`config.mk`:
```
export PLATFORM = sky130hd
export DESIGN_NAME = frame_timing_ctrl
export DESIGN_NICKNAME = d
export VERILOG_FILES = /design/src/verilog/span_counter.v /design/src/verilog/pixel_clock_gen.v /design/src/verilog/frame_timing_ctrl.v
export VERILOG_INCLUDE_DIRS = /design/src /design/src/pkg
export SDC_FILE = /design/constraint.sdc
export NUM_CORES = 1
export LEC_CHECK = 0
export ABC_AREA = 1
export BUFFER_PORTS_ARGS = -buffer_cell sky130_fd_sc_hd__buf_2
export CAP_MARGIN = 15
export CORE_MARGIN = 4
export CORE_UTILIZATION = 40
export CTS_CLUSTER_DIAMETER = 120
export DETAILED_ROUTE_END_ITERATION = 8
export GPL_ROUTABILITY_DRIVEN = 0
export PLACE_DENSITY_LB_ADDON = 0.08
export SLEW_MARGIN = 20
export SYNTH_ARGS = -nofsm -noshare
export SYNTH_HDL_FRONTEND = slang
export SYNTH_SLANG_ARGS = --single-unit
```
`constraint.sdc`:
```
create_clock -name core_clk -period 34.3 [get_ports core_clk]
set_clock_uncertainty 0.05 [all_clocks]
set_input_delay 1.715 -clock core_clk [delete_from_list [all_inputs] [get_ports core_clk]]
set_output_delay 1.715 -clock core_clk [all_outputs]
set_load 0.05 [all_outputs]
```
`src/pkg/frame_timing_regs.vh`:
```
// register map, field positions, reset values and sizes of the frame
// timing and pixel clock block; definitions only
`ifndef FRAME_TIMING_REGS_VH
`define FRAME_TIMING_REGS_VH

// printed register indices; byte address is four times the index
`define IDX_VERT_BLANK_A 8'h08
`define IDX_INTEG_ROWS 8'h09
`define IDX_PIX_CLK_CFG 8'h0a
`define IDX_FRAME_PAD 8'h0b
`define IDX_FRAME_CTRL 8'h0c
`define IDX_FRAME_STAT 8'h0d

// reset values
`define RST_VERT_BLANK_A 15'h0011
`define RST_INTEG_ROWS 16'h0219
`define RST_PIX_SPEED 4'h1
`define RST_PIX_DELAY 4'h1
`define RST_PIX_INVERT 1'b0
`define RST_FRAME_PAD 14'h0000

// pixel_clock_config fields
`define PCC_SPEED_LSB 0
`define PCC_DELAY_LSB 4
`define PCC_INVERT_BIT 8

// frame_ctrl fields
`define CTL_HOLD_BIT 0
`define CTL_ALL_FRAMES_BIT 1
`define CTL_LOW_POWER_BIT 2

// frame geometry defaults
`define DEF_WIN_ROWS 11'h400
`define DEF_WIN_COLS 11'h500
`define DEF_HBLANK 11'h0be

`endif

```
`src/verilog/span_counter.v`:
```
// up counter that restarts at zero after reaching a programmable limit
// assumes one clock and a synchronous active-high reset
`timescale 1ns/1ps
`default_nettype none
module span_counter #(
    parameter W = 16
) (
    input wire core_clk, // clock, two per master clock
    input wire rst, // synchronous reset, active high
    input wire clr, // force count to zero
    input wire step, // advance by one
    input wire [W-1:0] limit, // last count before wrap
    output reg [W-1:0] count_ff, // present count
    output wire at_last // count equals limit
);

assign at_last = (count_ff == limit);

always @(posedge core_clk) begin
    if (rst || clr) begin
        count_ff <= {W{1'b0}};
    end else if (step) begin
        count_ff <= at_last ? {W{1'b0}} : count_ff + {{(W-1){1'b0}}, 1'b1};
    end
end

endmodule
`default_nettype wire

```
`src/verilog/pixel_clock_gen.v`:
```
// pixel clock generator: period, inversion and half-master-clock delay
// assumes core_clk toggles at twice the master clock, so one core cycle
// is half a master clock period
`timescale 1ns/1ps
`default_nettype none
module pixel_clock_gen (
    input wire core_clk, // clock, two per master clock
    input wire rst, // synchronous reset, active high
    input wire [3:0] speed, // period in master clocks, 0 taken as 1
    input wire low_power, // low-power readout doubles the period
    input wire invert, // data changes on the falling edge
    input wire [3:0] delay, // clock delay in half master clocks
    output wire tick, // one cycle at the data change point
    output reg clk_out_ff // generated pixel clock
);

reg [5:0] phase_ff;
reg [14:0] taps_ff;
wire [5:0] nxt_phase;
wire [3:0] speed_eff;
wire [5:0] half;
wire base;

assign speed_eff = (speed == 4'h0) ? 4'h1 : speed;
// low-power doubles the pixel period, converter period unchanged
assign half = low_power ? {1'b0, speed_eff, 1'b0} : {2'b00, speed_eff};
assign tick = (phase_ff == 6'h00);
assign nxt_phase = (phase_ff >= {half[4:0], 1'b0} - 6'h01) ? 6'h00
                   : phase_ff + 6'h01;
// looks one phase ahead: the top registers the clock once more, and its
// edge must land with the syncs that are registered at the tick
// high for half the period after the data change, swapped by invert
assign base = (nxt_phase < half) ^ invert;

always @(posedge core_clk) begin
    if (rst) begin
        phase_ff <= 6'h00;
        taps_ff <= 15'h0000;
        clk_out_ff <= 1'b0;
    end else begin
        phase_ff <= nxt_phase;
        taps_ff <= {taps_ff[13:0], base};
        // each tap is one half master clock later
        clk_out_ff <= (delay == 4'h0) ? base : taps_ff[delay - 4'h1];
    end
end

endmodule
`default_nettype wire

```
`src/verilog/frame_timing_ctrl.v`:
```
// frame timing and pixel clock control with an apb register slave
// assumes one clock and a master that follows apb setup/access phases
`timescale 1ns/1ps
`default_nettype none
`include "frame_timing_regs.vh"
module frame_timing_ctrl #(
    parameter DATA_W = 8,
    parameter [10:0] WIN_ROWS = `DEF_WIN_ROWS,
    parameter [10:0] WIN_COLS = `DEF_WIN_COLS,
    parameter [10:0] HBLANK = `DEF_HBLANK
) (
    input wire core_clk, // clock, two per master clock
    input wire rst, // synchronous reset, active high
    input wire psel, // apb select
    input wire penable, // apb access phase
    input wire pwrite, // apb write
    input wire [11:0] paddr, // apb byte address
    input wire [31:0] pwdata, // apb write data
    output reg [31:0] prdata, // apb read data
    output reg pready, // apb ready
    output reg pslverr, // apb error, unmapped address
    output reg line_valid_out, // row of pixels valid
    output reg frame_valid_out, // frame valid
    output reg [DATA_W-1:0] pixel_data_out, // pixel data
    output reg pixel_clock_out, // pixel clock to the receiver
    output reg [15:0] shutter_row_out // row being reset for integration
);

localparam ST_ACTIVE = 3'b001;
localparam ST_VBLANK = 3'b010;
localparam ST_PAD = 3'b100;
localparam [11:0] ROW_LEN_M1 = {1'b0, WIN_COLS} + {1'b0, HBLANK} - 12'h001;

////////////////////////////////////////////////////////////////////////////
// software registers

reg [14:0] vblank_ff;
reg [15:0] integ_ff;
reg [3:0] speed_ff;
reg [3:0] delay_ff;
reg invert_ff;
reg [13:0] pad_ff;
reg hold_ff;
reg all_frames_ff;
reg low_power_ff;
reg bad_ff;
reg [15:0] frame_cnt_ff;
reg [2:0] state_ff;

wire [9:0] word_idx;
wire idx_ok;
wire setup;
wire wr_en;
reg [31:0] nxt_rdata;
reg nxt_err;

assign word_idx = paddr[11:2];
assign setup = psel && !penable;
assign wr_en = psel && penable && pready && pwrite && !pslverr;

always @* begin
    nxt_err = 1'b0;
    nxt_rdata = 32'h00000000;
    case (word_idx)
        {2'b00, `IDX_VERT_BLANK_A}: nxt_rdata = {17'h00000, vblank_ff};
        {2'b00, `IDX_INTEG_ROWS}: nxt_rdata = {16'h0000, integ_ff};
        {2'b00, `IDX_PIX_CLK_CFG}: nxt_rdata = {23'h000000, invert_ff,
                                            delay_ff, speed_ff};
        {2'b00, `IDX_FRAME_PAD}: nxt_rdata = {18'h00000, pad_ff};
        {2'b00, `IDX_FRAME_CTRL}: nxt_rdata = {29'h00000000, low_power_ff,
                                           all_frames_ff, hold_ff};
        {2'b00, `IDX_FRAME_STAT}: nxt_rdata = {frame_cnt_ff, 8'h00,
                                           5'h00, bad_ff, state_ff[0],
                                           frame_valid_out};
        default: nxt_err = 1'b1;
    endcase
end

// answer in the access phase right after setup: one cycle, no waits
always @(posedge core_clk) begin
    if (rst) begin
        pready <= 1'b0;
        pslverr <= 1'b0;
        prdata <= 32'h00000000;
    end else begin
        pready <= setup;
        pslverr <= setup && nxt_err;
        prdata <= (setup && !pwrite) ? nxt_rdata : 32'h00000000;
    end
end

always @(posedge core_clk) begin
    if (rst) begin
        vblank_ff <= `RST_VERT_BLANK_A;
        integ_ff <= `RST_INTEG_ROWS;
        speed_ff <= `RST_PIX_SPEED;
        delay_ff <= `RST_PIX_DELAY;
        invert_ff <= `RST_PIX_INVERT;
        pad_ff <= `RST_FRAME_PAD;
        hold_ff <= 1'b0;
        all_frames_ff <= 1'b0;
        low_power_ff <= 1'b0;
    end else if (wr_en) begin
        case (word_idx)
            {2'b00, `IDX_VERT_BLANK_A}: vblank_ff <= pwdata[14:0];
            {2'b00, `IDX_INTEG_ROWS}: integ_ff <= pwdata[15:0];
            {2'b00, `IDX_PIX_CLK_CFG}: begin
                speed_ff <= pwdata[`PCC_SPEED_LSB+3:`PCC_SPEED_LSB];
                delay_ff <= pwdata[`PCC_DELAY_LSB+3:`PCC_DELAY_LSB];
                invert_ff <= pwdata[`PCC_INVERT_BIT];
            end
            {2'b00, `IDX_FRAME_PAD}: pad_ff <= pwdata[13:0];
            {2'b00, `IDX_FRAME_CTRL}: begin
                hold_ff <= pwdata[`CTL_HOLD_BIT];
                all_frames_ff <= pwdata[`CTL_ALL_FRAMES_BIT];
                low_power_ff <= pwdata[`CTL_LOW_POWER_BIT];
            end
            default: ;
        endcase
    end
end

////////////////////////////////////////////////////////////////////////////
// frame-synchronised shadows and bad-frame marking

reg [14:0] vblank_sh_ff;
reg [15:0] integ_sh_ff;
reg [3:0] speed_sh_ff;
reg [13:0] pad_sh_ff;
reg low_power_sh_ff;
wire frame_end;
wire changed;

// only the pixel clock period and extra blanking mark a frame bad here
assign changed = (speed_ff != speed_sh_ff) || (pad_ff != pad_sh_ff)
                 || (low_power_ff != low_power_sh_ff);

always @(posedge core_clk) begin
    if (rst) begin
        vblank_sh_ff <= `RST_VERT_BLANK_A;
        integ_sh_ff <= `RST_INTEG_ROWS;
        speed_sh_ff <= `RST_PIX_SPEED;
        pad_sh_ff <= `RST_FRAME_PAD;
        low_power_sh_ff <= 1'b0;
        bad_ff <= 1'b0;
        frame_cnt_ff <= 16'h0000;
    end else if (frame_end) begin
        frame_cnt_ff <= frame_cnt_ff + 16'h0001;
        if (!hold_ff) begin
            vblank_sh_ff <= vblank_ff;
            integ_sh_ff <= integ_ff;
            speed_sh_ff <= speed_ff;
            pad_sh_ff <= pad_ff;
            low_power_sh_ff <= low_power_ff;
            bad_ff <= changed;
        end else begin
            bad_ff <= 1'b0;
        end
    end
end

////////////////////////////////////////////////////////////////////////////
// pixel clock and frame sequencer

wire tick;
wire pclk_raw;
wire [11:0] col;
wire [15:0] row;
wire [13:0] pad_cnt;
wire col_last;
wire row_last;
wire pad_last;
reg [15:0] row_limit;
reg [2:0] nxt_state;
wire row_end;

pixel_clock_gen u_pclk (
    .core_clk(core_clk),
    .rst(rst),
    .speed(speed_sh_ff),
    .low_power(low_power_sh_ff),
    .invert(invert_ff),
    .delay(delay_ff),
    .tick(tick),
    .clk_out_ff(pclk_raw)
);

span_counter #(.W(12)) u_col (
    .core_clk(core_clk),
    .rst(rst),
    .clr(1'b0),
    .step(tick && !state_ff[2]),
    .limit(ROW_LEN_M1),
    .count_ff(col),
    .at_last(col_last)
);

assign row_end = tick && !state_ff[2] && col_last;

always @* begin
    row_limit = {5'h00, WIN_ROWS} - 16'h0001;
    if (state_ff[1]) begin
        row_limit = {1'b0, vblank_sh_ff} - 16'h0001;
    end
end

span_counter #(.W(16)) u_row (
    .core_clk(core_clk),
    .rst(rst),
    .clr(state_ff != nxt_state),
    .step(row_end),
    .limit(row_limit),
    .count_ff(row),
    .at_last(row_last)
);

span_counter #(.W(14)) u_pad (
    .core_clk(core_clk),
    .rst(rst),
    .clr(!state_ff[2]),
    .step(tick && state_ff[2]),
    .limit(pad_sh_ff - 14'h0001),
    .count_ff(pad_cnt),
    .at_last(pad_last)
);

// extra blanking also stalls the shutter pointer, so rows reset near the
// frame end integrate longer; this follows the sensor and is kept
always @* begin
    nxt_state = state_ff;
    case (state_ff)
        ST_ACTIVE: begin
            if (row_end && row_last) begin
                if (vblank_sh_ff != 15'h0000) begin
                    nxt_state = ST_VBLANK;
                end else if (pad_sh_ff != 14'h0000) begin
                    nxt_state = ST_PAD;
                end
            end
        end
        ST_VBLANK: begin
            if (row_end && row_last) begin
                nxt_state = (pad_sh_ff != 14'h0000) ? ST_PAD : ST_ACTIVE;
            end
        end
        ST_PAD: begin
            if (tick && pad_last) begin
                nxt_state = ST_ACTIVE;
            end
        end
        default: nxt_state = ST_ACTIVE;
    endcase
end

assign frame_end = (nxt_state == ST_ACTIVE) && (state_ff != ST_ACTIVE
                   || (row_end && row_last));

always @(posedge core_clk) begin
    if (rst) begin
        state_ff <= ST_ACTIVE;
    end else begin
        state_ff <= nxt_state;
    end
end

////////////////////////////////////////////////////////////////////////////
// outputs, syncs and data moving together one cycle after the tick; the pixel clock edge comes delay_ff cycles later

wire show;
reg [15:0] total_rows;
reg [16:0] shutter_sum;
reg [15:0] read_row;

// a bad frame keeps both syncs low unless all frames are wanted
assign show = !bad_ff || all_frames_ff;

always @* begin
    total_rows = {5'h00, WIN_ROWS} + {1'b0, vblank_sh_ff};
    read_row = state_ff[1] ? row + {5'h00, WIN_ROWS} : row;
    shutter_sum = {1'b0, read_row} + {1'b0, integ_sh_ff};
    // a divider, but the pointer stays a real row for any integration
    shutter_sum = shutter_sum % {1'b0, total_rows};
end

always @(posedge core_clk) begin
    if (rst) begin
        line_valid_out <= 1'b0;
        frame_valid_out <= 1'b0;
        pixel_data_out <= {DATA_W{1'b0}};
        pixel_clock_out <= 1'b0;
        shutter_row_out <= 16'h0000;
    end else begin
        pixel_clock_out <= pclk_raw;
        if (tick) begin
            frame_valid_out <= show && state_ff[0];
            line_valid_out <= show && state_ff[0]
                              && (col < {1'b0, WIN_COLS});
            pixel_data_out <= col[DATA_W-1:0] ^ row[DATA_W-1:0];
            if (!state_ff[2]) begin
                shutter_row_out <= shutter_sum[15:0];
            end
        end
    end
end

endmodule
`default_nettype wire

```
==> summary.txt <==
Run status
  – Status: completed

STA
  – Final worst slack: 2.79 ns
  – Slew margin rel.: between 30% and 40%
  – Final hold violation count: 0
  – Max Transition Viols Final: 0
  – Final period util: between 90% and 100%
  – Worst-margin pin slew: between 1 and 1.5 ns
  – F_max: ~0.032 GHz
  – Final setup violation count: 0
  – Final min period: between 30 and 40 ns

Setup path
  – CP endpoint kind: flop
  – WP data arrival: between 30 and 40 ns
  – Worst Path Required: between 30 and 40 ns
  – R2R cell count: 241
  – Critical path's largest stage delay: approximately 0.38 ns
  – Worst-path maximum fanout: 9
  – Worst path depth: ~240
  – WS Path Type: reg2reg
  – Most frequent CP cell: nand2_1
  – Crit path buffers/inverters: 31
  – Slowest cell on crit path: dfxtp_2
  – Nature of the critical path startpoint: flop
  – Crit path max-delay family: simple AND/OR/NAND/NOR gates

Placement
  – Buffers on Ports: 91
  – Placed inst area: 23400 µm²
  – Dpl ws: approximately 1.1 ns
  – Detail Placement HPWL: 50900 µm

Logic synthesis
  – Ys async rst share: 0%
  – Cells after Synth: 3232
  – Mapped Nets: about 3500
  – Complex-gate fraction of the synthesized area: 16.2%
  – Yosys cell types: 72
  – Register area share after synthesis: 23.9%
  – EDFF count, synth: 0
  – Synth Register Bits: 252
  – Syn Std Cell Area: 21100 µm²
  – Simple-gate area share of the yosys netlist: approximately a third
  – Xor and xnor fraction of the mapped netlist area: around 6.1%
  – Syn_area_per_cell: roughly 6.5 µm²
  – Post-synthesis mux area share: 0.0474%
  – Main combinational cell family by area after synthesis: simple AND/OR/NAND/NOR gates
  – Yosys warns: 0
  – Post-synth top flop: dfxtp_1
  – Synth Area in Adders: 11.9%

Clock network
  – CTS tree: yes
  – Clk slew on worst S/H paths: 0.07 ns
  – Hold buffer count at cts: 0
  – Deepest clock path buffer count: 3
  – Clock sinks: about 250
  – Clock root cell: clkbuf_16
  – Inserted Clock Buffers: 25
  – Worst skew pair latency: about 0.54 ns
  – # H-tree levels: 1

Global route
  – Initial antenna violation count: 0
  – First-pass GRT wire length: about 100000 µm
  – Vias in the first global route: a little over 20000
  – GRT overflow: 0
  – Largest net degree at the start of global routing: 114
  – All-Layer GR Usage: between 20% and 30%

Finish
  – Final std cell area, no fill: around 25000 µm²
  – Share of layout cells above drive strength 1: roughly 16%
  – Final nets: around 3700
  – Most frequent cells in the layout: nand2_1, inv_1, nor2_1
  – Diode count: 0
  – Commonest non-fill, non-tap cell in the layout: nand2_1
  – FILL cells: approximately 5300
  – Post-layout utilization of the core: a little under half
  – Area Overhead vs Synth: 16.9%

Die
  – Core area: roughly 52000 µm²
  – IO Pins: 110
  – Die height: 238 µm
  – Rows: between 80 and 90
  – Width of the die: 238 µm
  – Total Die Area: 56500 µm²
  – Starting Density: a little over 40%

Power
  – PwrDens: 28.3 nW/µm²
  – Max IR drop VDD: 0.0363 mV
  – P_leak: ~0.012 µW
  – Total power: 699 µW

Hold path
  – Class of the worst hold path: reg2reg
  – Hold path cells: 2

Drt
  – Wl on met1: 29300 µm
  – Avg Vias per Cell: around 5.2
  – Via count of the routed design: around 22000
  – Met3 wire length: about 2400 µm
  – Routed Antenna Nets: 0
  – # DRC: 0
  – 1st-iter DRT viols: 1136
  – Post-Route WL: between 60000 and 70000 µm
  – Met2 wire len: 31500 µm
  – Drt pass-1 iters: 5
  – Max Used Layer: met4
  – Routed len/inst: 15.6 µm

Job
  – Max Cap Viol: 0
cell usage after synthesis, types with 4 or more instances:
cell | number | share of area [%]
nand2_2 | 19 | 0.56
nand4_1 | 47 | 1.4
buf_2 | 12 | 0.28
clkinv_1 | 9 | 0.16
xnor2_1 | 46 | 1.9
xor2_1 | 102 | 4.2
or2_2 | 28 | 0.83
o21ai_0 | 200 | 4.7
nand3b_1 | 12 | 0.43
nor3_2 | 10 | 0.47
a21oi_2 | 12 | 0.50
inv_2 | 19 | 0.34
o21ai_2 | 13 | 0.54
or2_1 | 4 | 0.12
nand3_2 | 21 | 1.0
a22oi_1 | 4 | 0.14
nor3_1 | 75 | 1.8
a211oi_1 | 6 | 0.21
ha_1 | 198 | 12
clkbuf_1 | 49 | 0.87
nor3b_1 | 12 | 0.43
inv_1 | 468 | 8.3
nor4_1 | 35 | 1.0
o211ai_1 | 18 | 0.64
nor2_1 | 285 | 5.1
nor2_2 | 9 | 0.27
nand3_1 | 185 | 4.4
and2_1 | 8 | 0.24
buf_4 | 6 | 0.21
a21o_1 | 6 | 0.21
nand2_4 | 5 | 0.27
nand2_1 | 690 | 12
a31oi_1 | 19 | 0.56
nor2_4 | 4 | 0.21
o21bai_1 | 18 | 0.64
o21ai_1 | 25 | 0.59
dfxtp_1 | 252 | 24
a21oi_1 | 243 | 5.8
a221oi_1 | 9 | 0.37
registers in the layout, indices dropped and copies added, names as in the netlist, 6 cells and up:
signal and cells:
integ_sh_ff 16, pixel_data_out 8, prdata 32, u_pad.count_ff 14, vblank_ff 15, integ_ff 16, shutter_row_out 16, u_pclk.taps_ff 15
pad_ff 14, u_pclk.phase_ff 6, pad_sh_ff 14, frame_cnt_ff 16, u_row.count_ff 16, vblank_sh_ff 15, u_col.count_ff 12
metrics by stage:
stage          hold slack, ns  setup TNS, ns  instances
3_3_place_gp            0.350              0       4095
5_1_grt                 0.374          -4.32       4154
3_5_place_dp            0.351              0       4095
2_1_floorplan           0.338              0       3232
6_report                0.356              0       4154
4_1_cts                 0.362              0       4136
power breakdown:
part / total (µW) / internal (µW) / switching [µW] / leakage (µW)
combinational: 117 / 30.3 / 86.2 / 0.0100
sequential: 313 / 305 / 8.53 / 0.00204
clock: 269 / 154 / 116 / 0.000380
total: 699 / 489 / 210 / 0.0124
metal layers:
layer	track usage, %	up-vias
li1	-	11100
met1	28.3	9973
met2	38.8	443
met3	1.95	98
met4	6.44	0
met5	0	-
layout make-up:
| class | instances | area, µm² | share of cell area (%) |
|---|---|---|---|
| Clock buffer | 36 | 727 | 2.94 |
| Clock inverter | 5 | 58.8 | 0.238 |
| Inverter | 497 | 1880 | 7.60 |
| Multi-Input combinational cell | 2413 | 14300 | 57.9 |
| Sequential cell | 252 | 5050 | 20.5 |
| Tap cell | 680 | 851 | 3.45 |
| Timing Repair Buffer | 271 | 1830 | 7.43 |
kinds of logic after synthesis:
kind of cell | after synthesis
mux | 1
simple gates | 1460
flops | 252
buf+inv | 568
fa+ha+maj | 200
compound gates | 603
xor+xnor | 148
timing repair:
| action | 4_1_cts | 5_1_grt |
|---|---|---|
| setup buffers | 0 | 17 |
| setup endpoints to repair | 0 | 16 |
| resized for setup | 0 | 112 |
path summary, 6_finish.rpt:
kind | start | to | slack (ns)
setup / recovery | u_row.count_ff[10] | shutter_row_out[14] | 2.79
hold / removal | u_pclk.clk_out_ff | pixel_clock_out | 0.36
setup reg to reg | u_row.count_ff[10] | shutter_row_out[14] | 2.79
hold reg to reg | u_pclk.clk_out_ff | pixel_clock_out | 0.36
worst reg2reg max path: cells and delay by family, from the launching register on:
family | cells | cell delay (ns)
fa+ha+maj | 18 | 5.67
simple gates | 126 | 12.89
xor+xnor | 1 | 0.10
compound gates | 65 | 8.92
flops | 1 | 0.38
buf+inv | 31 | 3.32
(Power assumes the default switching activity.)
